### src/inc/smseq_defines.vh
// constants for the external memory sequencer
`ifndef SMSEQ_DEFINES_VH
`define SMSEQ_DEFINES_VH
// sdram command codes as {ras_n, cas_n, we_n}
`define SMSEQ_CMD_NOP   3'h7
`define SMSEQ_CMD_ACT   3'h3
`define SMSEQ_CMD_RD    3'h5
`define SMSEQ_CMD_WR    3'h4
`define SMSEQ_CMD_REF   3'h1
`define SMSEQ_CMD_MRS   3'h0
// address map: bit 27 selects sync rom, bits 26:25 the bank index
`define SMSEQ_ROM_BIT   27
`define SMSEQ_BANK_HI   26
`define SMSEQ_BANK_LO   25
// mode word: cas latency 2, burst length 8 or 1
`define SMSEQ_MODE_BL8  26'h0000023
`define SMSEQ_MODE_BL1  26'h0000020
// counts in sdram clock periods
`define SMSEQ_MRS_GAP   2'h2
`define SMSEQ_PD_MIN    5'h01
`define SMSEQ_CAS_LAT   5'h02
// static burst lengths and address steps
`define SMSEQ_BEATS8    4'h8
`define SMSEQ_BEATS4    4'h4
`define SMSEQ_BEATS2    4'h2
`define SMSEQ_BEATS1    4'h1
`define SMSEQ_INC16     28'h0000002
`define SMSEQ_INC32     28'h0000004
`define SMSEQ_ALIGN16B  4'hF
`define SMSEQ_ALIGN8B   4'h7
// last phase of the divider in quarter-rate mode
`define SMSEQ_PH_LAST   2'h3
`endif

### src/verilog/smseq_top.v
// external memory sequencer: sdram, sync rom and static banks
//
// Functional notes
// - refresh may cut a static burst only between 32-bit transfers
// - read type 0/1 gives non-burst timing, 2/3 burst timing
// - burst-aligned beats use first-access time, later beats burst time
// - four-beat bursts on 16/32-bit buses, eight-beat only on 16-bit
// - any reset deasserts every memory control output
// - sync rom config write always issues mode set, length eight if burst
// - at least three sdram clocks after mode set before next command
// - precharge counter bypassed for sync rom, chosen by upper address
// - auto power-down drops clock enable and stops clock, power-up restarts
// - clock enable sampled high on a rising edge before next activate
// - sdram clock is half or quarter of core clock by divide bit
`timescale 1ns/1ps
`include "smseq_defines.vh"
module smseq_top (
    input  wire        clk_sys,
    input  wire        arst_n,
    input  wire        clk_en,
    input  wire        sw_reset_req,
    input  wire        wdt_reset_req,
    input  wire        refresh_req,
    input  wire        sync_rom_cfg_wr,
    input  wire        sync_rom_burst_en,
    input  wire [3:0]  sync_rom_bank_en,
    input  wire [3:0]  sdram_bank_en,
    input  wire        sdram_clock_divide_bit,
    input  wire        auto_powerdown_en,
    input  wire [3:0]  row_precharge_time_low,
    input  wire [3:0]  row_precharge_time_high,
    input  wire [1:0]  static_read_type,
    input  wire [4:0]  first_access_time,
    input  wire [4:0]  burst_access_time,
    input  wire        static_bus_16bit,
    input  wire        static_burst_len8,
    input  wire        req_valid,
    input  wire        req_write,
    input  wire        req_dyn,
    input  wire        req_burst,
    input  wire [27:0] req_addr,
    output wire        sdram_clock_enable_out,
    output wire        sdram_clock_out,
    output wire [3:0]  static_chip_select_n,
    output wire [3:0]  dram_row_select_n,
    output wire        sdram_ras_n,
    output wire        sdram_cas_n,
    output wire        sdram_we_n,
    output wire        output_enable_n,
    output wire        write_enable_n,
    output wire [3:0]  byte_mask_n,
    output wire [25:0] mem_addr,
    output wire        req_ack,
    output wire        xfer_done
);

localparam [7:0] S_RST  = 8'h01;
localparam [7:0] S_IDLE = 8'h02;
localparam [7:0] S_PDN  = 8'h04;
localparam [7:0] S_WAKE = 8'h08;
localparam [7:0] S_ACT  = 8'h10;
localparam [7:0] S_RW   = 8'h20;
localparam [7:0] S_LAT  = 8'h40;
localparam [7:0] S_STAT = 8'h80;

// active-low select with one bank low
function [3:0] cs_onehot_n;
    input [1:0] bank;
    begin
        cs_onehot_n = ~(4'h1 << bank);
    end
endfunction

// wait count for one static beat
function [4:0] beat_time;
    input [3:0] alow;
    input [3:0] amask;
    input       fresh;
    input       burst_mode;
    input [4:0] t_first;
    input [4:0] t_burst;
    begin
        if (fresh || !burst_mode || ((alow & amask) == 4'h0)) begin
            beat_time = t_first;
        end else begin
            beat_time = t_burst;
        end
    end
endfunction

reg [7:0]  state_ff,   nxt_state;
reg [1:0]  ph_ff,      nxt_ph;
reg        sdram_clock_out_ff,   nxt_sdram_clock_out;
reg        clk_run_ff, nxt_clk_run;
reg        cke_ff,     nxt_cke;
reg [2:0]  cmd_ff,     nxt_cmd;
reg [3:0]  dcs_n_ff,   nxt_dcs_n;
reg [3:0]  scs_n_ff,   nxt_scs_n;
reg        oe_n_ff,    nxt_oe_n;
reg        we_n_ff,    nxt_we_n;
reg [3:0]  bm_n_ff,    nxt_bm_n;
reg [25:0] addr_ff,    nxt_addr;
reg        ack_ff,     nxt_ack;
reg        done_ff,    nxt_done;
reg [3:0]  trp_ff,     nxt_trp;
reg [1:0]  gap_ff,     nxt_gap;
reg [4:0]  cnt_ff,     nxt_cnt;
reg [3:0]  beat_ff,    nxt_beat;
reg [27:0] cur_ff,     nxt_cur;
reg        wr_ff,      nxt_wr;
reg        burst_ff,   nxt_burst;
reg        resume_ff,  nxt_resume;
reg        mrs_pend_ff, nxt_mrs_pend;
reg        ref_pend_ff, nxt_ref_pend;

wire       rst_req   = sw_reset_req | wdt_reset_req;
wire       step      = sdram_clock_divide_bit ? (ph_ff == `SMSEQ_PH_LAST)
                                              : ph_ff[0];
wire       len8      = static_burst_len8 & static_bus_16bit;
wire [3:0] nbeats    = burst_ff ? (len8 ? `SMSEQ_BEATS8 : `SMSEQ_BEATS4)
                                : (static_bus_16bit ? `SMSEQ_BEATS2
                                                    : `SMSEQ_BEATS1);
wire [3:0] amask     = (static_bus_16bit && !len8) ? `SMSEQ_ALIGN8B
                                                   : `SMSEQ_ALIGN16B;
wire [27:0] ainc     = static_bus_16bit ? `SMSEQ_INC16 : `SMSEQ_INC32;
wire [27:0] next_a   = cur_ff + ainc;
wire       is_rom    = cur_ff[`SMSEQ_ROM_BIT];
wire [1:0] bank      = cur_ff[`SMSEQ_BANK_HI:`SMSEQ_BANK_LO];
wire [3:0] trp_sel   = bank[1] ? row_precharge_time_high
                               : row_precharge_time_low;
// a 32-bit boundary on a 16-bit bus is after the odd halfword
wire       boundary  = static_bus_16bit ? cur_ff[1] : 1'b1;
wire       cmd_ok    = (gap_ff == 2'h0);

always @* begin
    nxt_state    = state_ff;
    nxt_ph       = ph_ff + 2'h1;
    nxt_clk_run  = clk_run_ff;
    nxt_cke      = cke_ff;
    nxt_cmd      = cmd_ff;
    nxt_dcs_n    = dcs_n_ff;
    nxt_scs_n    = scs_n_ff;
    nxt_oe_n     = oe_n_ff;
    nxt_we_n     = we_n_ff;
    nxt_bm_n     = bm_n_ff;
    nxt_addr     = addr_ff;
    nxt_ack      = 1'b0;
    nxt_done     = 1'b0;
    nxt_trp      = trp_ff;
    nxt_gap      = gap_ff;
    nxt_cnt      = cnt_ff;
    nxt_beat     = beat_ff;
    nxt_cur      = cur_ff;
    nxt_wr       = wr_ff;
    nxt_burst    = burst_ff;
    nxt_resume   = resume_ff;
    nxt_mrs_pend = mrs_pend_ff;
    nxt_ref_pend = ref_pend_ff;
    if (step) begin
        // commands last one sdram clock, static pins are refreshed below
        nxt_cmd   = `SMSEQ_CMD_NOP;
        nxt_dcs_n = 4'hF;
        nxt_scs_n = 4'hF;
        nxt_oe_n  = 1'b1;
        nxt_we_n  = 1'b1;
        nxt_bm_n  = 4'hF;
        if (gap_ff != 2'h0) begin
            nxt_gap = gap_ff - 2'h1;
        end
        if (trp_ff != 4'h0) begin
            nxt_trp = trp_ff - 4'h1;
        end
        if (rst_req && state_ff != S_LAT) begin
            // abandoning before the read command leaves no driver behind
            nxt_state   = S_RST;
            nxt_cke     = 1'b0;
            nxt_clk_run = 1'b0;
            nxt_resume  = 1'b0;
        end else begin
            case (state_ff)
            S_RST: begin
                nxt_state   = S_IDLE;
                nxt_cke     = 1'b1;
                nxt_clk_run = 1'b1;
            end
            S_IDLE: begin
                if (ref_pend_ff) begin
                    if (cmd_ok && trp_ff == 4'h0) begin
                        nxt_cmd      = `SMSEQ_CMD_REF;
                        nxt_dcs_n    = ~sdram_bank_en;
                        nxt_trp      = row_precharge_time_low;
                        nxt_ref_pend = 1'b0;
                    end
                end else if (mrs_pend_ff) begin
                    if (cmd_ok) begin
                        nxt_cmd      = `SMSEQ_CMD_MRS;
                        nxt_scs_n    = ~sync_rom_bank_en;
                        nxt_addr     = sync_rom_burst_en ? `SMSEQ_MODE_BL8
                                                         : `SMSEQ_MODE_BL1;
                        nxt_gap      = `SMSEQ_MRS_GAP;
                        nxt_mrs_pend = 1'b0;
                    end
                end else if (resume_ff) begin
                    // a cut burst restarts as a fresh access
                    nxt_resume = 1'b0;
                    nxt_state  = S_STAT;
                    nxt_cnt    = first_access_time;
                end else if (req_valid && cmd_ok) begin
                    nxt_ack   = 1'b1;
                    nxt_cur   = req_addr;
                    nxt_wr    = req_write;
                    nxt_burst = req_burst;
                    nxt_beat  = 4'h0;
                    if (req_dyn) begin
                        nxt_state = S_ACT;
                    end else begin
                        nxt_state = S_STAT;
                        nxt_cnt   = first_access_time;
                    end
                end else if (auto_powerdown_en) begin
                    nxt_state   = S_PDN;
                    nxt_cke     = 1'b0;
                    nxt_clk_run = 1'b0;
                    nxt_cnt     = `SMSEQ_PD_MIN;
                end
            end
            S_PDN: begin
                // at least two periods low, above the 1.5 clock minimum
                if (cnt_ff != 5'h00) begin
                    nxt_cnt = cnt_ff - 5'h01;
                end else if (req_valid || ref_pend_ff || mrs_pend_ff ||
                             !auto_powerdown_en) begin
                    nxt_state   = S_WAKE;
                    nxt_cke     = 1'b1;
                    nxt_clk_run = 1'b1;
                    nxt_trp     = trp_sel;
                end
            end
            S_WAKE: begin
                // one rise with enable high passes before any activate
                nxt_state = S_IDLE;
            end
            S_ACT: begin
                if (is_rom || trp_ff == 4'h0) begin
                    nxt_cmd  = `SMSEQ_CMD_ACT;
                    nxt_addr = cur_ff[25:0];
                    if (is_rom) begin
                        nxt_scs_n = cs_onehot_n(bank);
                    end else begin
                        nxt_dcs_n = cs_onehot_n(bank);
                    end
                    nxt_state = S_RW;
                end
            end
            S_RW: begin
                nxt_cmd  = wr_ff ? `SMSEQ_CMD_WR : `SMSEQ_CMD_RD;
                nxt_bm_n = 4'h0;
                if (is_rom) begin
                    nxt_scs_n = cs_onehot_n(bank);
                end else begin
                    nxt_dcs_n = cs_onehot_n(bank);
                end
                if (wr_ff) begin
                    nxt_done  = 1'b1;
                    nxt_state = S_IDLE;
                    if (!is_rom) begin
                        nxt_trp = trp_sel;
                    end
                end else begin
                    nxt_cnt   = `SMSEQ_CAS_LAT;
                    nxt_state = S_LAT;
                end
            end
            S_LAT: begin
                // clock keeps running so the read data finishes
                nxt_bm_n = 4'h0;
                if (cnt_ff == 5'h01) begin
                    nxt_done  = 1'b1;
                    nxt_state = S_IDLE;
                    if (!is_rom) begin
                        nxt_trp = trp_sel;
                    end
                end else begin
                    nxt_cnt = cnt_ff - 5'h01;
                end
            end
            S_STAT: begin
                nxt_scs_n = cs_onehot_n(bank);
                nxt_oe_n  = wr_ff;
                nxt_we_n  = ~wr_ff;
                nxt_bm_n  = 4'h0;
                nxt_addr  = cur_ff[25:0];
                if (cnt_ff != 5'h00) begin
                    nxt_cnt = cnt_ff - 5'h01;
                end else begin
                    nxt_beat = beat_ff + 4'h1;
                    nxt_cur  = next_a;
                    if (beat_ff + 4'h1 == nbeats) begin
                        nxt_done  = 1'b1;
                        nxt_state = S_IDLE;
                    end else if (boundary && ref_pend_ff) begin
                        nxt_resume = 1'b1;
                        nxt_state  = S_IDLE;
                    end else begin
                        nxt_cnt = beat_time(next_a[3:0], amask, 1'b0,
                                            static_read_type[1],
                                            first_access_time,
                                            burst_access_time);
                    end
                end
            end
            default: begin
                nxt_state = S_RST;
            end
            endcase
        end
    end
    // a new event wins over the clear in the same cycle
    if (sync_rom_cfg_wr) begin
        nxt_mrs_pend = 1'b1;
    end
    if (refresh_req) begin
        nxt_ref_pend = 1'b1;
    end
    // clock output held low while stopped
    nxt_sdram_clock_out = nxt_clk_run &
                (sdram_clock_divide_bit ? nxt_ph[1] : nxt_ph[0]);
end

always @(posedge clk_sys or negedge arst_n) begin
    if (!arst_n) begin
        state_ff    <= S_RST;
        ph_ff       <= 2'h0;
        sdram_clock_out_ff    <= 1'b0;
        clk_run_ff  <= 1'b0;
        cke_ff      <= 1'b0;
        cmd_ff      <= `SMSEQ_CMD_NOP;
        dcs_n_ff    <= 4'hF;
        scs_n_ff    <= 4'hF;
        oe_n_ff     <= 1'b1;
        we_n_ff     <= 1'b1;
        bm_n_ff     <= 4'hF;
        addr_ff     <= 26'h0000000;
        ack_ff      <= 1'b0;
        done_ff     <= 1'b0;
        trp_ff      <= 4'h0;
        gap_ff      <= 2'h0;
        cnt_ff      <= 5'h00;
        beat_ff     <= 4'h0;
        cur_ff      <= 28'h0000000;
        wr_ff       <= 1'b0;
        burst_ff    <= 1'b0;
        resume_ff   <= 1'b0;
        mrs_pend_ff <= 1'b0;
        ref_pend_ff <= 1'b0;
    end else if (clk_en) begin
        state_ff    <= nxt_state;
        ph_ff       <= nxt_ph;
        sdram_clock_out_ff    <= nxt_sdram_clock_out;
        clk_run_ff  <= nxt_clk_run;
        cke_ff      <= nxt_cke;
        cmd_ff      <= nxt_cmd;
        dcs_n_ff    <= nxt_dcs_n;
        scs_n_ff    <= nxt_scs_n;
        oe_n_ff     <= nxt_oe_n;
        we_n_ff     <= nxt_we_n;
        bm_n_ff     <= nxt_bm_n;
        addr_ff     <= nxt_addr;
        ack_ff      <= nxt_ack;
        done_ff     <= nxt_done;
        trp_ff      <= nxt_trp;
        gap_ff      <= nxt_gap;
        cnt_ff      <= nxt_cnt;
        beat_ff     <= nxt_beat;
        cur_ff      <= nxt_cur;
        wr_ff       <= nxt_wr;
        burst_ff    <= nxt_burst;
        resume_ff   <= nxt_resume;
        mrs_pend_ff <= nxt_mrs_pend;
        ref_pend_ff <= nxt_ref_pend;
    end
end

assign sdram_clock_enable_out = cke_ff;
assign sdram_clock_out        = sdram_clock_out_ff;
assign static_chip_select_n   = scs_n_ff;
assign dram_row_select_n      = dcs_n_ff;
assign sdram_ras_n            = cmd_ff[2];
assign sdram_cas_n            = cmd_ff[1];
assign sdram_we_n             = cmd_ff[0];
assign output_enable_n        = oe_n_ff;
assign write_enable_n         = we_n_ff;
assign byte_mask_n            = bm_n_ff;
assign mem_addr               = addr_ff;
assign req_ack                = ack_ff;
assign xfer_done              = done_ff;

endmodule // smseq_top

### config.mk
export PLATFORM = sky130hd
export DESIGN_NAME = smseq_top
export DESIGN_NICKNAME = d
export VERILOG_FILES = /design/src/verilog/smseq_top.v
export VERILOG_INCLUDE_DIRS = /design/src /design/src/inc
export SDC_FILE = /design/constraint.sdc
export NUM_CORES = 1
export LEC_CHECK = 0
export BUFFER_PORTS_ARGS = -buffer_cell sky130_fd_sc_hd__buf_2
export CORE_ASPECT_RATIO = 0.6
export CORE_MARGIN = 5
export CORE_UTILIZATION = 60
export CTS_CLUSTER_DIAMETER = 60
export CTS_CLUSTER_SIZE = 8
export DETAILED_ROUTE_END_ITERATION = 6
export PLACE_DENSITY = 0.82
export SLEW_MARGIN = 25
export SYNTH_ARGS = -nofsm -noshare
export SYNTH_HDL_FRONTEND = slang
export SYNTH_SLANG_ARGS = --single-unit
### constraint.sdc
create_clock -name clk_sys -period 6.7 [get_ports clk_sys]
set_input_delay 0.67 -clock clk_sys [delete_from_list [all_inputs] [get_ports clk_sys]]
set_output_delay 0.67 -clock clk_sys [all_outputs]
set_load 0.01 [all_outputs]
Yosys cells after proc, flatten, opt, wreduce, memory -nomap -nowiden:

Cells that the tools add are included.

* $add $sub $neg: 6
* equal/unequal tests: 44
* shifts and indexed selects: 1
* muxes and demuxes: 153
* bitwise logic cells: 12
* reduce and logical (&&, ||, !) cells: 40

Operators by type and width (number)
* $mux 28: 5
* $mux 4: 31
* $mux 8: 14
* $mux 26: 4
* $pmux 26 s3: 1
* $mux 5: 13
* $mux 1: 57
* $pmux 28 s2: 1
* $pmux 8 s7: 1
* $ne 3x3->1 const B: 14
* $pmux 4 s4: 2
* $add 28x3->28: 1
* $ne 2x2->1 const B: 14
* $pmux 5 s5: 1
* $reduce_and 8->1: 3
* $mux 3: 7
* $mux 2: 8
* $reduce_and 13->1: 1
* $ne 4x4->1 const B: 3
* $not 4->4: 3
* $pmux 4 s3: 1
* $reduce_bool 2->1: 6
* $reduce_and 11->1: 1
* $reduce_and 10->1: 1
* 42 further kinds: 63

* bits in registers: 106
* bits of input ports: 72
* output and inout bits: 47
* word-level logic and storage cells: 280

Longest topological paths before layout:

Gate-level depths: netlist of the first run.

* word-level depth: 12
* depth in mapped cells: 10
* mapped depth without buffers: 9

Worst setup path after synthesis of the first run:

No wires, ideal clock.

* path kind: in2reg
* start: in static_bus_16bit
* end: reg cnt_ff[2]
* library setup time: 125 ps
* data arrival time: 2594 ps
* required time: 6575 ps
* setup slack: 3982 ps
* stages: 9
* buffers on the path: 0
* cells stage by stage: ha_1 inv_1 fa_1 xnor2_1 o21a_1 o31ai_1 nor2_1 a221o_1 mux2_2

* longest elaborated chain between the ends: 12
* elaborated cells between the ends (all ways): 23
* those cells by class: add/sub: 1; eq/ne: 3; mux: 11; bitwise: 2; reduce/logical: 6

Ends and longest elaborated chain
* start: declaration: line smseq_top.v:35 `input wire static_bus_16bit,`
* branches (longest 12 deep; another with $add 28x3->28)
* end signal: assignment: line smseq_top.v:373 `cnt_ff <= nxt_cnt;`
* end: declaration: line smseq_top.v:107 `reg [4:0] cnt_ff, nxt_cnt;`

Parallel ways; which one is timed is not known. The select of a mux whose other input is x is not followed.
A chain may end at the register's enable or synchronous reset.

Final worst setup path of the first run:

* start: reg state_ff[5]
* end: reg addr_ff[9] (netlist: mem_addr[9])

* longest elaborated chain between the ends: 4
* elaborated cells between the ends (all ways): 13
* those cells by class: eq/ne: 8; mux: 1; bitwise: 1; reduce/logical: 3

Ends and longest elaborated chain
* start: declaration: line smseq_top.v:91 `reg [7:0] state_ff, nxt_state;`
* start signal: assignment: line smseq_top.v:357 `state_ff <= nxt_state;`
* branches (longest 4 deep; another with $eq 8x5->1)
* end signal: assignment: line smseq_top.v:368 `addr_ff <= nxt_addr;`
* end: declaration: line smseq_top.v:102 `reg [25:0] addr_ff, nxt_addr;`

Parallel ways; which one is timed is not known.

==> results.txt, run 1 <==
The run finished with clean final reports. The post-cts sizing count came out at 0. The number of max-cap violations is 0. The initial cell density of the core came out at 62.5%. The worst clock skew came out at 9.11 ps. The routed wirelength normalized by instance count is 20.5 µm.

The total power divided by cell area is 242 nW/µm². The global-route total usage across every layer is 30.0%. In this run the critical register-to-register path is launched from state_ff[5].

The detailed-route vias per instance came out at 6.56. The clock-pin slew on the worst setup and hold paths came out at 70 ps. The area growth from synthesis to layout came out at 14.0%.

The tightest min-delay check is of the in -> async type. Input and output buffers added on the ports amount to 117. The portion of the post-synthesis area used by sequential elements is 41.4%. The gate count of the mapped netlist is 673. The cell count after placement is 886.

The maximum clock insertion buffer count came out at 2. The critical path is of the reg -> reg type. The total I/O pin count came out at 119.

The DRC violation total after the first TritonRoute iteration is 670. The routed layout has 5918 vias. Tracing the worst setup path back leads to its startpoint at state_ff[5]. Leaving out filler cells and counting taps, the final layout contains 902. The summed negative setup slack over all endpoints is 0 ps. The root buffer cell is sky130_fd_sc_hd__clkbuf_16.

The cts-stage hold buffer count came out at 0. The sequential cell area came out at 2600 µm². The number of buffers created by CTS is 9. Post-CTS timing repair inserted 0 buffers for setup. The worst path required time is 6990 ps. The headroom to the max-slew limit came out at 36.3%.

The proportion of layout cells with a drive suffix above 1 is 26.1%. The pre-antenna-repair detailed-routing pass consisted of 5 iterations. The post-placement cell area is 6850 µm². The maximum level of the CTS H-tree is 3. The first global-routing pass estimated 29700 µm of wire. The number of fill cells came out at 797. The number of nets in the layout is 847. In the finished design, the share of the clock period the worst path needs comes to 49.8%. The worst setup path is launched from a flip-flop. Among all flip-flop cells after synthesis, the most frequent one is sky130_fd_sc_hd__dfrtp_1. The count of state elements after synthesis is 103. The number of diodes added for antenna fixing is 0. The count of final hold-check violations came out at 0. The row count is 28. The commonest non-fill, non-tap cell in the layout is sky130_fd_sc_hd__buf_2. The clock net in this run drives a total of 103 sinks.

The core area came out at 10000 µm². The maximum vdd ir drop is 156 µV. At the end of routability-driven placement, the weighted congestion stood at 0.973. The initial antenna violation count is 0. The via count of the first global-routing pass is 5627. For this run, the number of Yosys warnings is 0. The CTS tree is done.

The area of the multi-input gates is 3360 µm². The remaining global-route overflow is 0. In this run the cell area of the synthesized design comes to 6270 µm². The post-layout instance area is 7140 µm².

The worst-path maximum fanout is 24. The number of enable-type register cells in the synthesized netlist is 0. The worst setup path is captured at a flip-flop. The die outline width is 142 µm. The per-instance average area after synthesis came out at 9.31 µm². The sum of net half-perimeters after detailed placement came out at 13600 µm.

In the routed design, unresolved DRC markers number 0. The signal arrival time at the worst endpoint is 3630 ps. Setup repair after global routing left no endpoint under its margin. The max-slew violation count is 0.

The overall routed net length came out at 18500 µm. The number of nets in the synthesized netlist is 758. In the layout the commonest cells are 116 x sky130_fd_sc_hd__buf_2, 88 x sky130_fd_sc_hd__dfrtp_1, 57 x sky130_fd_sc_hd__nand2_1. The floorplan die height came out at 89.2 µm.

At the pin with the least slew margin, the transition time is 956 ps. Subtracting the final worst setup slack from the clock period gives 3340 ps. The static leakage power is 3.16 nW. The number of different library cells used by synthesis comes to 76. Based on the critical path, the design can be clocked at up to 299 MHz. The die covers 12700 µm².

Entering global routing, the biggest net connects 65 pins. The clock latency reported for the late side of the worst-skew pair came out at 360 ps. Setup violations remaining at the end of the flow were counted as 0. The share of flip-flops with an asynchronous set or reset is 100%. The detail route stage leaves a number of antenna-violating nets equal to 0.
-- final cells by class --
class | instances | area share, %
multi-input combinational | 500 | 47.0
timing repair buffer | 125 | 9.07
clock buffer | 11 | 3.40
clock inverter | 5 | 0.578
tap | 135 | 2.36
inverter | 23 | 1.21
sequential | 103 | 36.3
-- synthesized netlist by cell type (5+ instances only) --
cell type | count | share of area [%]
sky130_fd_sc_hd__a21oi_1 | 54 | 4.3
sky130_fd_sc_hd__a21oi_2 | 9 | 1.3
sky130_fd_sc_hd__a22o_1 | 27 | 3.8
sky130_fd_sc_hd__a31oi_1 | 6 | 0.60
sky130_fd_sc_hd__and3_1 | 8 | 0.80
sky130_fd_sc_hd__and4_1 | 5 | 0.70
sky130_fd_sc_hd__buf_2 | 21 | 1.7
sky130_fd_sc_hd__buf_4 | 5 | 0.60
sky130_fd_sc_hd__clkbuf_1 | 19 | 1.1
sky130_fd_sc_hd__dfrtp_1 | 88 | 35
sky130_fd_sc_hd__dfstp_2 | 15 | 6.3
sky130_fd_sc_hd__ha_1 | 12 | 2.4
sky130_fd_sc_hd__inv_1 | 23 | 1.4
sky130_fd_sc_hd__mux2_2 | 16 | 2.9
sky130_fd_sc_hd__mux2i_1 | 9 | 1.4
sky130_fd_sc_hd__nand2_1 | 57 | 3.4
sky130_fd_sc_hd__nand2b_1 | 7 | 0.70
sky130_fd_sc_hd__nand3_1 | 23 | 1.8
sky130_fd_sc_hd__nand4_1 | 9 | 0.90
sky130_fd_sc_hd__nand4b_1 | 6 | 0.84
sky130_fd_sc_hd__nor2_1 | 48 | 2.9
sky130_fd_sc_hd__nor3_1 | 11 | 0.88
sky130_fd_sc_hd__nor3b_1 | 5 | 0.60
sky130_fd_sc_hd__nor4b_1 | 9 | 1.3
sky130_fd_sc_hd__o211ai_1 | 5 | 0.60
sky130_fd_sc_hd__o21a_1 | 5 | 0.60
sky130_fd_sc_hd__o21ai_0 | 54 | 4.3
sky130_fd_sc_hd__o22a_1 | 5 | 0.70
sky130_fd_sc_hd__o22ai_1 | 15 | 1.5
sky130_fd_sc_hd__o31ai_1 | 6 | 0.72
sky130_fd_sc_hd__xnor2_1 | 5 | 0.70
sky130_fd_sc_hd__xor2_1 | 5 | 0.70
-- flip-flops by register name, indices dropped and copies added (netlist names), 3 cells and up --
name	count
state_ff	8
cnt_ff	5
cmd_ff	3
mem_addr	26
trp_ff	4
dram_row_select_n	4
beat_ff	4
static_chip_select_n	4
cur_ff	28
-- worst max-delay path, stage by stage (launching register included) --
cell                      delay, ps
sky130_fd_sc_hd__dfrtp_1        540
sky130_fd_sc_hd__nor4_2         570
sky130_fd_sc_hd__a21oi_1        180
sky130_fd_sc_hd__nor2_1         740
sky130_fd_sc_hd__and4_1         980
sky130_fd_sc_hd__a22o_1         250
-- routing by layer --
layer	share of wire, %	track usage, %
met2	42	43.8
met3	10	6.89
met5	0	0
met4	0.85	6.10
met1	47	45.9
-- logic make-up after synthesis --
logic type,count (synthesis),synth area share (%)
AND/OR/NAND/NOR,220,19.5
adder cells (fa/ha/maj),13,2.72
multiplexers,25,4.31
XOR/XNOR,10,1.40
AO/OA/AOI/OAI,232,25.5
flip-flops,103,41.4
buffers and inverters,70,5.15
-- worst paths after layout --
path | depth (start not counted) | endpoint | slack [ps]
min in group clk_sys | 1 | mem_addr[7] | 500
setup / recovery | 5 | mem_addr[9] | 3360
max in group asynchronous | 2 | mem_addr[9] | 5190
setup reg to reg | 5 | mem_addr[9] | 3360
hold / removal | 1 | cnt_ff[1] | 280
hold reg to reg | 1 | mem_addr[7] | 500
-- through the flow --
step                      worst slack [ps]  util [%]  power [mW]  hold slack (ps)
after floorplan                       3980         -        1.06              374
after global placement                3310      68.3        1.19              468
after detailed placement              3260      68.3        1.21              490
after CTS                             3460      71.2        1.72              294
after global routing                  3190      71.3        1.81              326
final                                 3360      71.3        1.73              283
-- report_power, final --
| part | total [mW] | internal, mW | leakage [nW] | switching [mW] |
|---|---|---|---|---|
| sequential | 0.792 | 0.697 | 1.35 | 0.0945 |
| combinational | 0.424 | 0.172 | 1.68 | 0.252 |
| clock | 0.513 | 0.265 | 0.132 | 0.247 |
| total | 1.73 | 1.13 | 3.16 | 0.594 |
No activity file was read; power rests on OpenSTA's default activity.
==> run 2: changes to the inputs <==
--- a/config.mk
+++ b/config.mk
@@ -9,11 +9,11 @@
 export BUFFER_PORTS_ARGS = -buffer_cell sky130_fd_sc_hd__buf_2
 export CORE_ASPECT_RATIO = 0.6
 export CORE_MARGIN = 5
-export CORE_UTILIZATION = 60
+export CORE_UTILIZATION = 56
 export CTS_CLUSTER_DIAMETER = 60
 export CTS_CLUSTER_SIZE = 8
 export DETAILED_ROUTE_END_ITERATION = 6
-export PLACE_DENSITY = 0.82
+export PLACE_DENSITY = 0.78
 export SLEW_MARGIN = 25
 export SYNTH_ARGS = -nofsm -noshare
 export SYNTH_HDL_FRONTEND = slang
==> constraint.sdc (replaced) <==
create_clock -name clk_sys -period 3.35 [get_ports clk_sys]
set_input_delay 0.335 -clock clk_sys [delete_from_list [all_inputs] [get_ports clk_sys]]
set_output_delay 0.335 -clock clk_sys [all_outputs]
set_load 0.01 [all_outputs]
==> results.txt, run 2 (same netlist as run 1, synthesis figures left out) <==
Run status: finished, final reports clean (unchanged). The overall routed net length came out at 18200 µm (was 18500 µm). The proportion of layout cells with a drive suffix above 1 is 27.9% (was 26.1%). The combinational cell fraction of total power is 25.1% (was 24.5%).

The post-CTS setup-driven buffer insertion count was 0 (unchanged). The worst-path maximum fanout was 7 (was 24). The slew at the pin closest to its max-slew limit is 841 ps (was 956 ps). The initial antenna violation count came out at 0 (unchanged). The number of diodes added for antenna fixing came out at 0 (unchanged).

The cts-stage hold buffer count came out at 0 (unchanged). The maximum clock insertion buffer count came out at 2 (unchanged). The initial cell density of the core is 58.4% (was 62.5%). The number of flip-flops under the largest register name came to 28 (unchanged).

The global-route wire length before repair is 29200 µm (was 29700 µm). The number of fill cells came out at 828 (was 797). The vias after detailed routing came out at 5976 (was 5918). The headroom to the max-slew limit came out at 44.0% (was 36.3%). The ratio of final minimum period to clock period is 81.2% (was 49.8%). The sum of net half-perimeters after detailed placement came out at 13500 µm (was 13600 µm). The largest register by flop count was cur_ff (unchanged). The final count of negative-setup-slack endpoints came out at 0 (unchanged). The worst path required time is 3580 ps (was 6990 ps).

The number of buffers created by CTS came out at 9 (unchanged). The number of nets in the layout is 865 (was 847). The number of clock sinks was 103 (unchanged). The worst setup slack after layout is 629 ps (was 3360 ps). The maximum level of the CTS H-tree came to 3 (unchanged). The number of gates on the worst path with buffers counted came out at 8 (was 5). The internal power consumption came out at 2.28 mW (was 1.13 mW).

The fraction of power spent switching nets is 34.0% (was 34.4%). The global placement routability congestion came out at 1.04 (was 0.973). The worst clock skew is 6.88 ps (was 9.11 ps). The routed wirelength normalized by instance count is 19.7 µm (was 20.5 µm).

The row count came out at 29 (was 28). The global-route total usage across every layer was 26.6% (was 30.0%). The sequential fraction of design power is 45.8% (about the same).

The total power divided by cell area came out at 474 nW/µm² (was 242 nW/µm²). The class of the tightest hold or removal check is in -> async (unchanged). The DRC violation total after the first TritonRoute iteration is 591 (was 670).

The shortest clock period the worst path allows after layout came out at 2720 ps (was 3340 ps). The largest stage delay on the critical path is 610 ps (was 980 ps). The post-cts sizing count is 0 (unchanged). The sequential cell area was 2600 µm² (unchanged). The maximum vdd ir drop is 304 µV (was 156 µV). The CTS tree is done (unchanged). The clock-pin slew on the worst setup and hold paths is 70 ps (about the same). The root buffer cell is sky130_fd_sc_hd__clkbuf_16 (unchanged). The max-slew violation count came to 0 (unchanged). Top library cells by usage in the layout, fill and taps aside: 116 x sky130_fd_sc_hd__buf_2, 88 x sky130_fd_sc_hd__dfrtp_1, 57 x sky130_fd_sc_hd__nand2_1 (unchanged). The element type at the critical path start is a flip-flop (unchanged). The combined buffer and inverter count along the critical path came to 1 (was 0). The detailed-route vias per instance came out at 6.47 (was 6.56). The worst setup timing slack at the placement stage came out at 689 ps (was 3260 ps). The remaining design rule violation count is 0 (unchanged). The logic depth of the worst register-to-register path came out at 8 (was 5). The floorplan die height is 91.9 µm (was 89.2 µm). The worst reg2reg path endpoint was cnt_ff[0] (was mem_addr[9]). The summed negative setup slack over all endpoints is 0 ps (unchanged). The number of max-cap violations is 0 (unchanged).

The maximum number of pins on one net before global-route repair is 64 (was 65). The maximum frequency from static timing analysis came out at 368 MHz (was 299 MHz). The category of the most critical setup path is reg -> reg (unchanged).

The area of the multi-input gates is 3350 µm² (was 3360 µm²). The total of buffers placed on input and output ports is 117 (unchanged). The final hold slack is 92.5 ps (was 283 ps). The count of final hold-check violations came out at 0 (unchanged). The static leakage power was 3.26 nW (was 3.16 nW). The number of antenna-violating nets in the routed design came to 0 (unchanged). The die outline width is 147 µm (was 142 µm). The area growth from synthesis to layout is 16.4% (was 14.0%). The start of the worst register-to-register path was gap_ff[0] (was state_ff[5]). The remaining global-route overflow came out at 0 (unchanged). The total I/O pin count was 119 (unchanged). The total die area came out at 13500 µm² (was 12700 µm²). The core area is 10700 µm² (was 10000 µm²). The family with the most delay on the worst path is compound AO/OA/AOI/OAI gates (was simple AND/OR/NAND/NOR gates). The net load switching power is 1.17 mW (was 0.594 mW). The number of search-and-repair iterations in the first detailed-routing pass came out at 5 (unchanged). The register-to-register setup slack came out at 630 ps (was 3360 ps). RSZ-0062 raised after global routing: false (unchanged).

The critical-path cell with the highest stage delay is sky130_fd_sc_hd__a2111oi_0 (was sky130_fd_sc_hd__and4_1). The kind of end point of the critical path is a flip-flop (unchanged). The clock latency reported for the late side of the worst-skew pair came out at 340 ps (was 360 ps). Cell-by-cell listing of the critical path: inv_1, ha_1, nand2_1, o21ba_2, a2111oi_0, o211ai_1, a21oi_2, mux2_2 (was nor4_2, a21oi_1, nor2_1, and4_1, a22o_1). The signal arrival time at the worst endpoint is 2950 ps (was 3630 ps). The clock network fraction of design power is 29.1% (was 29.7%). The via count of the first global-routing pass came out at 5647 (was 5627).

The commonest non-fill, non-tap cell in the layout was sky130_fd_sc_hd__buf_2 (unchanged).
## run 2: changes by cell type in the layout (fill, tap and decap cells not counted), sizes merged
cell	change
clkbuf	-2
clkinvlp	-1
clkinv	+2
buf	+18
inv	+1
## run 2: worst max path at each step
stage / from / end
floorplan: beat_ff[0] / state_ff[2]
detailed placement: cnt_ff[0] / cnt_ff[3]
global placement: state_ff[5] / state_ff[4]
finish: gap_ff[0] / cnt_ff[0]
global route: cnt_ff[0] / cnt_ff[3]
CTS: state_ff[5] / state_ff[4]
## run 2: metal layers
layer	vias up	global-route usage [%]	wire, µm
met3	17	7.29	1910
met1	2913	39.7	8420
met5	-	0	0
met2	309	39.2	7720
met4	0	4.38	135
li1	2737	-	-
## run 2: per-stage QoR
step / power (mW) / instances / area [µm²] / util [%]
global placement: 2.41 / 908 / 7010 / 65.3
finish: 3.46 / 924 / 7290 / 67.9
floorplan: 2.13 / 673 / 6270 / -
detailed placement: 2.45 / 908 / 7010 / 65.3
CTS: 3.46 / 924 / 7290 / 67.9
global route: 3.61 / 924 / 7290 / 67.9
## run 2: layout make-up
| cell class | instances | area share (%) |
|---|---|---|
| tap | 139 | 2.38 |
| inverter | 23 | 1.18 |
| timing repair buffer | 143 | 11.1 |
| clock inverter | 7 | 0.755 |
| clock buffer | 9 | 3.09 |
| multi-input combinational | 500 | 45.9 |
| sequential | 103 | 35.6 |
## run 2: power groups by stage
stage | sequential, mW | combinational (mW) | clock (mW)
finish | 1.58 | 0.867 | 1.01
floorplan | 1.54 | 0.588 | 0
CTS | 1.58 | 0.861 | 1.02
global placement | 1.58 | 0.822 | 0
global route | 1.60 | 0.951 | 1.06
detailed placement | 1.60 | 0.853 | 0
